<file path="src/hdl/tpr_pkg.sv">
package tpr_pkg;
    // ------------------------------------------------------------------
    // return formats selected by mode register three bits A12:A11
    // ------------------------------------------------------------------
    localparam logic [1:0] FMT_SERIAL    = 2'h0;    // same pattern on every lane
    localparam logic [1:0] FMT_PARALLEL  = 2'h1;    // pattern across lanes, held
    localparam logic [1:0] FMT_STAGGERED = 2'h2;    // rotated locations per lane
    localparam int         FMT_A12_POS   = 1;       // A12 position in format field
    localparam int         FMT_A11_POS   = 0;       // A11 position in format field
    // ------------------------------------------------------------------
    // burst and pattern geometry
    // ------------------------------------------------------------------
    localparam int         BURST_UI      = 8;       // unit intervals per read burst
    localparam int         PAT_BITS      = 8;       // bits per pattern location
    localparam int         NUM_LOC       = 4;       // locations per page
    localparam int         GROUP_LANES   = 4;       // lanes in a staggered group
    localparam logic [1:0] PAGE_ZERO     = 2'h0;    // only page allowed for par/stag
    // page-zero reset contents of locations 0..3
    localparam logic [7:0] LOC0_RESET    = 8'h55;
    localparam logic [7:0] LOC1_RESET    = 8'h33;
    localparam logic [7:0] LOC2_RESET    = 8'h0F;
    localparam logic [7:0] LOC3_RESET    = 8'h00;
    // ------------------------------------------------------------------
    // timing: system clock period and pin synchroniser depth
    // ------------------------------------------------------------------
    localparam int         CLK_PERIOD_NS = 20;      // 50 MHz system clock
    localparam int         SYNC_STAGES   = 2;       // pin synchroniser depth
endpackage

</file>
<file path="src/hdl/tpr_readout.sv">
`timescale 1ns/1ns
// Behaviour
// (RULE1) format chosen by mode bits A12,A11
// (RULE2) strobes driven with every read burst
// (RULE3) serial: same pattern on every lane
// (RULE4) controller picks location on BA1:BA0
// (RULE5) x16 serial: all sixteen lanes identical
// (RULE6) parallel: bit 7 on lane 0, held
// (RULE7) parallel only from page zero
// (RULE8) x4 parallel: bits 7..4 on lanes
// (RULE9) x16 parallel: upper byte copies lower
// (RULE10) staggered only from page zero
// (RULE11) staggered lane k gets location n+k
// (RULE12) rotation starts at addressed location
// (RULE13) x8 staggered: upper nibble repeats lower
// (RULE14) x16 staggered: upper byte repeats lower
// (RULE15) back-to-back reads stream without gaps
// (RULE16) controller may cycle locations 0..3
// (RULE17) disallowed page data is undefined
module tpr_readout
    import tpr_pkg::*;
#(
    parameter int DQ_WIDTH = 8                  // device width: 4, 8 or 16
) (
    input  wire logic                clk,       // system clock
    input  wire logic                rst,       // synchronous reset, high
    input  wire logic                ui_clk,    // link unit-interval clock pin
    input  wire logic                rd_req,    // training read command pin
    input  wire logic [1:0]          rd_loc,    // BA1:BA0 location index pins
    input  wire logic [1:0]          rd_page,   // page selected for reads
    input  wire logic [1:0]          fmt_bits,  // mode_register_three A12:A11
    input  wire logic [31:0]         page_pat,  // selected page locations 3..0
    input  wire logic                wr_en,     // page zero write strobe
    input  wire logic [1:0]          wr_loc,    // page zero write location
    input  wire logic [7:0]          wr_data,   // page zero write data
    output logic [DQ_WIDTH-1:0]      dq_o,      // dq output values
    output logic                     dq_oe_n,   // dq output enable, low drives
    output logic                     dqs_o,     // strobe output value
    output logic                     dqs_oe_n,  // strobe output enable, low drives
    output logic                     fmt_err    // illegal page for format
);
    import tpr_pkg::*;

    // refuse device widths that the lane logic cannot serve
    if (DQ_WIDTH != 4 && DQ_WIDTH != 8 && DQ_WIDTH != 16) begin : g_width_check
        $error("tpr_readout: DQ_WIDTH must be 4, 8 or 16");
    end

    // ------------------------------------------------------------------
    // pin synchronisers
    // ------------------------------------------------------------------
    logic [SYNC_STAGES-1:0] uic_s_q;            // link clock sync chain
    logic [SYNC_STAGES-1:0] req_s_q;            // read command sync chain
    logic [1:0]             loc_s1_q, loc_s2_q; // location sync chain
    logic                   uic_prev_q;         // last synced link clock
    always_ff @(posedge clk) begin
        uic_s_q  <= {uic_s_q[0], ui_clk};
        req_s_q  <= {req_s_q[0], rd_req};
        loc_s1_q <= rd_loc;
        loc_s2_q <= loc_s1_q;
        uic_prev_q <= uic_s_q[1];
    end

    logic ui_tick;                              // one cycle per link rising edge
    assign ui_tick = uic_s_q[1] & ~uic_prev_q;

    // ------------------------------------------------------------------
    // page zero pattern store
    // ------------------------------------------------------------------
    logic [7:0] loc_q [NUM_LOC];                // page zero locations
    always_ff @(posedge clk) begin
        if (rst) begin
            loc_q[0] <= LOC0_RESET;
            loc_q[1] <= LOC1_RESET;
            loc_q[2] <= LOC2_RESET;
            loc_q[3] <= LOC3_RESET;
        end else if (wr_en) begin
            loc_q[wr_loc] <= wr_data;
        end
    end

    logic [31:0] p0_all;                        // page zero packed 3..0
    assign p0_all = {loc_q[3], loc_q[2], loc_q[1], loc_q[0]};

    // ------------------------------------------------------------------
    // command capture: a request is latched at a link edge
    // ------------------------------------------------------------------
    logic       pend_q;                         // next burst queued
    logic [1:0] pend_loc_q;                     // queued location
    logic       busy_q;                         // burst in progress
    logic [2:0] ui_q;                           // unit interval counter
    logic [1:0] cur_loc_q;                      // location of current burst
    logic [1:0] fmt_q;                          // format latched per burst
    logic [1:0] page_q;                         // page latched per burst
    logic [7:0] sel_q;                          // selected serial pattern
    logic       last_ui;                        // final interval of burst

    assign last_ui = busy_q && ui_q == 3'(BURST_UI - 1);

    // (RULE15) queue command so the next burst follows directly
    always_ff @(posedge clk) begin
        if (rst) begin
            pend_q     <= 1'b0;
            pend_loc_q <= 2'h0;
        end else if (ui_tick && req_s_q[1]) begin
            pend_q     <= 1'b1;
            pend_loc_q <= loc_s2_q;
        end else if (ui_tick && pend_q && (!busy_q || last_ui)) begin
            pend_q     <= 1'b0;
        end
    end

    // burst sequencer, one interval per link edge
    always_ff @(posedge clk) begin
        if (rst) begin
            busy_q    <= 1'b0;
            ui_q      <= 3'h0;
            cur_loc_q <= 2'h0;
            fmt_q     <= FMT_SERIAL;
            page_q    <= PAGE_ZERO;
            sel_q     <= 8'h00;
        end else if (ui_tick) begin
            if (pend_q && (!busy_q || last_ui)) begin
                // (RULE1) format taken from mode bits at burst start
                busy_q    <= 1'b1;
                ui_q      <= 3'h0;
                cur_loc_q <= pend_loc_q;
                fmt_q     <= {fmt_bits[FMT_A12_POS], fmt_bits[FMT_A11_POS]};
                page_q    <= rd_page;
                sel_q     <= (rd_page == PAGE_ZERO) ? loc_q[pend_loc_q] : page_pat[8*pend_loc_q +: 8];
            end else if (last_ui) begin
                busy_q <= 1'b0;
            end else if (busy_q) begin
                ui_q <= ui_q + 3'h1;
            end
        end
    end

    // ------------------------------------------------------------------
    // lane formatting
    // ------------------------------------------------------------------
    logic [DQ_WIDTH-1:0] lane_bits;             // combinational lane values
    // (RULE13) (RULE14) lanes modulo group reuse rotation; (RULE5) (RULE9) copies
    for (genvar k = 0; k < DQ_WIDTH; k++) begin : g_lane
        lane_mux #(.LANE(k % PAT_BITS)) u_lane (
            .fmt     (fmt_q),
            .ui      (ui_q),
            .loc     (cur_loc_q),
            .pat_sel (sel_q),
            .pat_all (p0_all),
            .bit_o   (lane_bits[k])
        );
    end

    // ------------------------------------------------------------------
    // registered pin outputs
    // ------------------------------------------------------------------
    // (RULE2) strobe toggles each interval alongside data
    always_ff @(posedge clk) begin
        if (rst) begin
            dq_o     <= '0;
            dq_oe_n  <= 1'b1;
            dqs_o    <= 1'b0;
            dqs_oe_n <= 1'b1;
        end else begin
            dq_o     <= busy_q ? lane_bits : '0;
            dq_oe_n  <= ~busy_q;
            dqs_o    <= busy_q ? ~ui_q[0] : 1'b0;
            dqs_oe_n <= ~busy_q;
        end
    end

    // (RULE7) (RULE10) flag parallel or staggered read of another page
    always_ff @(posedge clk) begin
        if (rst)
            fmt_err <= 1'b0;
        else
            fmt_err <= busy_q && fmt_q != FMT_SERIAL && page_q != PAGE_ZERO;
    end
endmodule

</file>
<file path="src/hdl/lane_mux.sv">
`timescale 1ns/1ns
// picks the bit for one dq lane in the current unit interval
module lane_mux
    import tpr_pkg::*;
#(
    parameter int LANE = 0                      // lane number on the dq bus, modulo 8
) (
    input  wire logic [1:0]  fmt,               // active return format
    input  wire logic [2:0]  ui,                // unit interval within burst
    input  wire logic [1:0]  loc,               // addressed location
    input  wire logic [7:0]  pat_sel,           // selected page/location pattern
    input  wire logic [31:0] pat_all,           // page zero locations 3..0
    output logic             bit_o              // lane value for this interval
);
    // ------------------------------------------------------------------
    // lane bit selection
    // ------------------------------------------------------------------
    logic [1:0] rot;                            // rotated location for lane
    logic [7:0] rot_pat;                        // content of rotated location
    // (RULE12) rotation from addressed location
    always_comb begin
        rot     = 2'((int'(loc) + (LANE % GROUP_LANES)) % NUM_LOC);
        rot_pat = pat_all[8*rot +: 8];
        case (fmt)
            // (RULE3) serial, bit 7 first
            FMT_SERIAL:    bit_o = pat_sel[3'(PAT_BITS - 1) - ui];
            // (RULE6) (RULE8) parallel, bit 7 on lane 0, held
            FMT_PARALLEL:  bit_o = pat_sel[3'(PAT_BITS - 1 - (LANE % PAT_BITS))];
            // (RULE11) staggered rotated location serialised
            FMT_STAGGERED: bit_o = rot_pat[3'(PAT_BITS - 1) - ui];
            default:       bit_o = pat_sel[3'(PAT_BITS - 1) - ui];
        endcase
    end
endmodule

</file>
<file path="config.mk">
export PLATFORM = sky130hd
export DESIGN_NAME = tpr_readout
export DESIGN_NICKNAME = d
export VERILOG_FILES = /design/src/hdl/tpr_pkg.sv /design/src/hdl/tpr_readout.sv /design/src/hdl/lane_mux.sv
export SDC_FILE = /design/constraint.sdc
export NUM_CORES = 1
export LEC_CHECK = 0
export BUFFER_PORTS_ARGS = -buffer_cell sky130_fd_sc_hd__buf_2
export CAP_MARGIN = 20
export CORE_UTILIZATION = 30
export CTS_CLUSTER_SIZE = 16
export DETAILED_ROUTE_END_ITERATION = 10
export PLACE_DENSITY_LB_ADDON = 0.12
export SYNTH_ARGS = -nofsm -noshare
export SYNTH_HDL_FRONTEND = slang
export SYNTH_SLANG_ARGS = --single-unit
</file>
<file path="constraint.sdc">
create_clock -name clk -period 2.4 [get_ports clk]
set_input_delay 0.36 -clock clk [delete_from_list [all_inputs] [get_ports clk]]
set_output_delay 0.36 -clock clk [all_outputs]
set_load 0.005 [all_outputs]
</file>
### Word-level counts from Yosys, hierarchy flattened

Memory sizes are Yosys's and may differ from the RTL's. A register that Yosys moved wholly into a read port is not among the register bits.
Cells that the tools add are included.
W data, S select, Z words.

* mux-type cells: 36
* $lt $le $gt $ge: 1
* reductions and logical operators: 20
* equal/unequal tests: 4
* bitwise logic cells: 4
* shift-type cells: 5
* $add $sub $neg: 5

Operator list (count)
* $shiftx A32 B6 Y8: 5
* $mux W8: 2
* $pmux W1 S2: 8
* $bmux W1 S3: 5
* $mux W1: 15
* $reduce_bool A2 Y1: 5
* $mux W3: 3
* $reduce_or A8 Y1: 1
* $logic_and A1 B1 Y1: 7
* $mux W2: 3
* $add A2 B2 Y2 const B: 2
* $lt A3 B4 Y1 const B: 1
* $reduce_and A2 Y1: 2
* $add A3 B1 Y3 const B: 1
* $eq A3 B3 Y1 const B: 1
* $not A1 Y1: 3
* $reduce_and A3 Y1: 1
* $sub A3 B3 Y3 const A: 1
* $add A2 B1 Y2 const B: 1
* $eq A2 B1 Y1 const B: 1
* $eq A2 B2 Y1 const B: 1
* $logic_not A2 Y1: 1
* $ne A2 B1 Y1 const B: 1
* $reduce_or A2 Y1: 1
* 3 further kinds: 3

* bits in registers: 41
* memories kept: 1
* logic and storage cells: 93
* bits in writable memories: 32

Memories
* loc_q: depth 4, bits a word 8, rd ports 5, clocked after Yosys merged registers in 1, wr ports 4, line tpr_readout.sv:70 `logic [7:0] loc_q [NUM_LOC];`

### Longest topological paths before layout

* depth in word-level cells: 6
* depth in mapped cells: 7
* depth with buffers taken out: 6

### Cells and area by module

A second synthesis with hierarchy kept.

* cell total of the unflattened synthesis: 502
* area total of the unflattened synthesis: 6303.5 µm²

Modules (own cells, without submodules)
* tpr_readout: sequential area each 1821.7 µm², area each 3049.2 µm², times used 1, cells an instance 237
* lane_mux (g_lane[4].u_lane ...): sequential area each 0.0 µm², area each 419.2 µm², times used 2, cells an instance 28
* lane_mux (g_lane[0].u_lane ...): sequential area each 0.0 µm², area each 381.6 µm², times used 2, cells an instance 33
* lane_mux (g_lane[5].u_lane): sequential area each 0.0 µm², area each 474.2 µm², times used 1, cells an instance 55
* lane_mux (g_lane[7].u_lane): sequential area each 0.0 µm², area each 431.7 µm², times used 1, cells an instance 38
* lane_mux (g_lane[1].u_lane): sequential area each 0.0 µm², area each 407.9 µm², times used 1, cells an instance 25
* lane_mux (g_lane[3].u_lane): sequential area each 0.0 µm², area each 339.1 µm², times used 1, cells an instance 25

### Worst setup path after synthesis

No wires, ideal clock.

* kind: reg2reg
* start point: reg ui_q[0]
* end point: reg dq_o[4]
* cell stages (with the launch flop): 6
* data required time: 2.267 ns
* arrival: 1.803 ns
* buffers on the path: 1
* setup time: 0.133 ns
* slack: 0.465 ns
* cells stage by stage: dfxtp_1 -> buf_6 -> mux4_2 -> mux4_2 -> mux2i_1 -> o22ai_1

* cells in the longest elaborated chain, start to end: 4

Ends and longest elaborated chain
* start: declaration: line tpr_readout.sv:91 `logic [2:0] ui_q;`
* start signal: assignment: line tpr_readout.sv:134 `ui_q <= ui_q + 3'h1;`
* $sub A3 B3 Y3 (*): line lane_mux.sv:26, lane_mux.sv:30, lane_mux.sv:31
* $bmux W1 S3, on equally long branches: line lane_mux.sv:26, lane_mux.sv:31, lane_mux.sv:30
* $mux W1, on equally long branches: line lane_mux.sv:26, lane_mux.sv:31, lane_mux.sv:30
* $pmux W1 S2 (*): line lane_mux.sv:24 `case (fmt)`
* end signal: assignment: line tpr_readout.sv:166 `dq_o <= busy_q ? lane_bits : '0;`
* end: declaration: line tpr_readout.sv:36 `output logic [DQ_WIDTH-1:0] dq_o,`

Every way passes the cells marked *; elsewhere a longest branch is shown, timed or not. The select of a mux whose other input is x is not followed.
A chain may end at the register's enable or synchronous reset.

### Final worst setup path

Ends and elaborated chain as after synthesis.

==> qor.json <==
{
  "run_status": {"value": "completed"},
  "core": {"value": 0.01142, "unit": "mm^2"},
  "gpl.final_weighted_congestion": {"value": 0.7842},
  "synth_edf_count": {"value": 32},
  "cts-htree-levels": {"value": 3},
  "setup_viol": {"value": 0},
  "firstDrtPassIters": {"value": 4},
  "crit_path_start_kind": {"value": "flop"},
  "grt_first_pass_wirelength": {"value": 12210, "unit": "um"},
  "ff2ff_setup_slack": {"value": 0.31, "unit": "ns"},
  "num_antenna_cells": {"value": 0},
  "drv_slew": {"value": 0},
  "grt_overflow": {"value": 0},
  "floorplan.rows": {"value": 39},
  "cts_max_path_buffers": {"value": 2},
  "route.detailed.vias_per_inst": {"value": 4.723},
  "number_of_hold_buffers_added_after_cts": {"value": 0},
  "die_y": {"value": 110.1, "unit": "um"},
  "clock_latency_of_the_later_clocked_register_in_the_worst_skew_pair": {"value": 0.34, "unit": "ns"},
  "multi_input_area": {"value": 0.001568, "unit": "mm^2"},
  "grt_setup_unrepaired": {"value": "false"},
  "die-area": {"value": 0.01213, "unit": "mm^2"},
  "whs": {"value": 0.1226, "unit": "ns"},
  "dp_cells": {"value": 472},
  "post_route_cells_drive_above_1_share": {"value": 34.20, "unit": "%"},
  "synth_area_per_cell": {"value": 12.80, "unit": "um^2"},
  "detail-route-antenna-nets": {"value": 0},
  "worst-endpoint-required": {"value": 2.60, "unit": "ns"},
  "detailed_place_hpwl": {"value": 6194, "unit": "um"},
  "stdcell_count": {"value": 488},
  "worst_slew_pin_slew": {"value": 0.5624, "unit": "ns"},
  "syn-num-nets": {"value": 332},
  "cap_violations": {"value": 0},
  "fin_crit_sh": {"value": 87.06, "unit": "%"},
  "cts_buffers": {"value": 9},
  "reported_leakage_power": {"value": 1.549, "unit": "nW"},
  "detail_route.drc_violations": {"value": 0},
  "route.detailed.wl_per_inst": {"value": 15.93, "unit": "um"},
  "synth-async-reset-ratio": {"value": 0, "unit": "%"},
  "wirelength": {"value": 7772, "unit": "um"},
  "cts_resized": {"value": 0},
  "ir_worst_vdd": {"value": 0.4919, "unit": "mV"},
  "synthesis.area": {"value": 0.003507, "unit": "mm^2"},
  "fin_setup_tns": {"value": 0, "unit": "ns"},
  "ctsRootBufferMaster": {"value": "sky130_fd_sc_hd__clkbuf_16"},
  "initialDrtViolationCount": {"value": 81},
  "timing.final.crit_period": {"value": 2.089, "unit": "ns"},
  "clock-sinks": {"value": 75},
  "number_of_antenna_violations_at_the_first_check_in_global_routing": {"value": 0},
  "worst_hold_path.num_cells": {"value": 1},
  "global_route.usage.total": {"value": 13.99, "unit": "%"},
  "clock_tree_from_tritoncts": {"value": "done"},
  "synth_most_common_cell": {"value": "sky130_fd_sc_hd__dfxtp_1"},
  "synth_top_area_share": {"value": 27.40, "unit": "%"},
  "floorplan.io_pins": {"value": 65},
  "netlist_top_cells_area": {"value": "sky130_fd_sc_hd__edfxtp_1 (27%), sky130_fd_sc_hd__dfxtp_1 (25%), sky130_fd_sc_hd__mux4_2 (17%)"},
  "seqCellArea": {"value": 0.001822, "unit": "mm^2"},
  "yosys.area_share.xor_xnor": {"value": 0, "unit": "%"},
  "first_global_vias": {"value": 2276},
  "vias": {"value": 2305},
  "yosysUniqueCellTypes": {"value": 34},
  "largest_family_of_logic_cells_by_synthesized_area": {"value": "multiplexers"},
  "synth-compound-area-share": {"value": 7.956, "unit": "%"},
  "synth_flop_cell": {"value": "sky130_fd_sc_hd__dfxtp_1"},
  "hold_viol_final": {"value": 0},
  "critical_path.endpoint_type": {"value": "flop"},
  "portBuffers": {"value": 64},
  "min_path_type": {"value": "in2reg"},
  "critical_path_arrival": {"value": 2.29, "unit": "ns"},
  "areaGrowthSynthToFinish": {"value": 21.41, "unit": "%"},
  "post_synth_inst_count": {"value": 274},
  "layout.core_utilization": {"value": 37.29, "unit": "%"},
  "relSlewSlack": {"value": 62.45, "unit": "%"},
  "worst_skew": {"value": 0.008721, "unit": "ns"},
  "yosys.area.top_type": {"value": "sky130_fd_sc_hd__edfxtp_1"},
  "muxShareOfSynthArea": {"value": 21.44, "unit": "%"},
  "synth.yosys.seq_area_share": {"value": 51.94, "unit": "%"},
  "grt_start_max_net_pins": {"value": 28},
  "floorplan.initialDensity": {"value": 30.71, "unit": "%"},
  "post_cts.repair.setup_buffers": {"value": 0},
  "ffs_latches_synth": {"value": 75},
  "final_nets": {"value": 398},
  "yosysWarnings": {"value": 0},
  "achievable_frequency": {"value": 0.4786, "unit": "GHz"},
  "critical_setup_path_kind": {"value": "reg2reg"},
  "worst_setup_hold_path_clk_slew": {"value": 0.06, "unit": "ns"},
  "cp_max_fo": {"value": 11},
  "synth_fa_ha_area_share": {"value": 1.784, "unit": "%"},
  "yosys.area_share.simple": {"value": 13.52, "unit": "%"},
  "p_per_area": {"value": 694.6, "unit": "mW/mm^2"},
  "ff2ff_path_depth": {"value": 5},
  "die_w": {"value": 110.1, "unit": "um"},
  "nFillCells": {"value": 1136},
  "yosys-top-cells-count": {"value": "sky130_fd_sc_hd__dfxtp_1 (43), sky130_fd_sc_hd__edfxtp_1 (32), sky130_fd_sc_hd__nand2_1 (28)"}
}
## state kept, by name, indices dropped and copies added (netlist names), named ones only
| name | count |
|---|---|
| cur_loc_q | 2 |
| loc_s2_q | 2 |
| uic_prev_q | 1 |
| pend_q | 1 |
| loc_q | 32 |
| req_s_q | 2 |
| ui_q | 3 |
| fmt_q | 2 |
| loc_s1_q | 2 |
| sel_q | 8 |
| dqs_o | 1 |
| busy_q | 1 |
| dq_o | 8 |
| fmt_err | 1 |
| dqs_oe_n | 1 |
| pend_loc_q | 2 |
| uic_s_q | 2 |
| page_q | 2 |
## area by class of cell
type | count | share of cell area, %
timing repair buffer | 72 | 8.933
inverter | 3 | 0.2645
sequential | 75 | 42.79
clock inverter | 5 | 0.7934
multi-input combinational | 179 | 36.82
tap | 143 | 4.202
clock buffer | 11 | 6.200
## routing by layer
| metal | vias to the layer above | global-route usage, % | routed length, um |
|---|---|---|---|
| met5 | - | 0 | 0 |
| met4 | 0 | 4.793 | 112 |
| met3 | 10 | 4.233 | 276 |
| met2 | 43 | 22.99 | 3795 |
| met1 | 1096 | 17.49 | 3588 |
| li1 | 1156 | - | - |
## kinds of logic after synthesis
logic type	after synthesis
simple gates	94
flops	75
compound gates	44
mux	36
buf+inv	20
fa+ha+maj	5
## critical path, cell delays in order (launching register included)
cell	delay, ns
sky130_fd_sc_hd__dfxtp_1	0.30
sky130_fd_sc_hd__buf_4	0.21
sky130_fd_sc_hd__mux4_1	0.61
sky130_fd_sc_hd__mux4_2	0.49
sky130_fd_sc_hd__mux2i_1	0.21
sky130_fd_sc_hd__o22ai_1	0.12
## cells in the final DEF (no fill, tap or decap), types with 2 or more instances in the layout
cell type	synthesis	routed
sky130_fd_sc_hd__nor3b_1	2	2
sky130_fd_sc_hd__nand3_1	3	3
sky130_fd_sc_hd__inv_1	3	3
sky130_fd_sc_hd__or2_2	3	3
sky130_fd_sc_hd__a21boi_0	4	4
sky130_fd_sc_hd__a21oi_1	9	9
sky130_fd_sc_hd__buf_4	4	8
sky130_fd_sc_hd__dfxtp_1	43	43
sky130_fd_sc_hd__nor2b_1	4	4
sky130_fd_sc_hd__nor3_1	2	2
sky130_fd_sc_hd__edfxtp_1	32	32
sky130_fd_sc_hd__clkbuf_16	0	10
sky130_fd_sc_hd__o22ai_1	4	4
sky130_fd_sc_hd__mux4_1	4	4
sky130_fd_sc_hd__ha_1	5	5
sky130_fd_sc_hd__nand2_1	28	28
sky130_fd_sc_hd__a22oi_1	3	3
sky130_fd_sc_hd__o21ai_1	5	5
sky130_fd_sc_hd__nor2_1	16	16
sky130_fd_sc_hd__and2_1	21	21
sky130_fd_sc_hd__o21ai_0	9	9
sky130_fd_sc_hd__a311oi_1	8	8
sky130_fd_sc_hd__nand2b_1	14	14
sky130_fd_sc_hd__mux4_2	26	26
sky130_fd_sc_hd__mux2i_1	5	5
sky130_fd_sc_hd__buf_2	2	64
## per-stage QoR
step	area [um^2]	total power, mW	setup WS [ns]
after floorplan	3507	1.573	0.4645
after global placement	3960	1.676	0.3647
after detailed placement	3960	1.678	0.3120
after CTS	4258	2.989	0.2951
after global routing	4258	3.075	0.1773
final	4258	2.958	0.3106
## worst paths after layout
| check | start | endpoint |
|---|---|---|
| setup / recovery | ui_q[0]$_SDFFE_PP0P_ | dq_o[4]$_SDFF_PP0_ |
| hold / removal | rd_loc[1] | loc_s1_q[1]$_DFF_P_ |
| setup reg to reg | ui_q[0]$_SDFFE_PP0P_ | dq_o[4]$_SDFF_PP0_ |
| hold reg to reg | loc_s1_q[0]$_DFF_P_ | loc_s2_q[0]$_DFF_P_ |
## power breakdown
group / switching, mW / internal (mW) / total [mW] / leakage [nW]
clock: 0.523 / 0.791 / 1.31 / 0.145
sequential: 0.0417 / 1.39 / 1.43 / 0.665
combinational: 0.0944 / 0.117 / 0.212 / 0.739
Power figures use the tool's default switching activity.
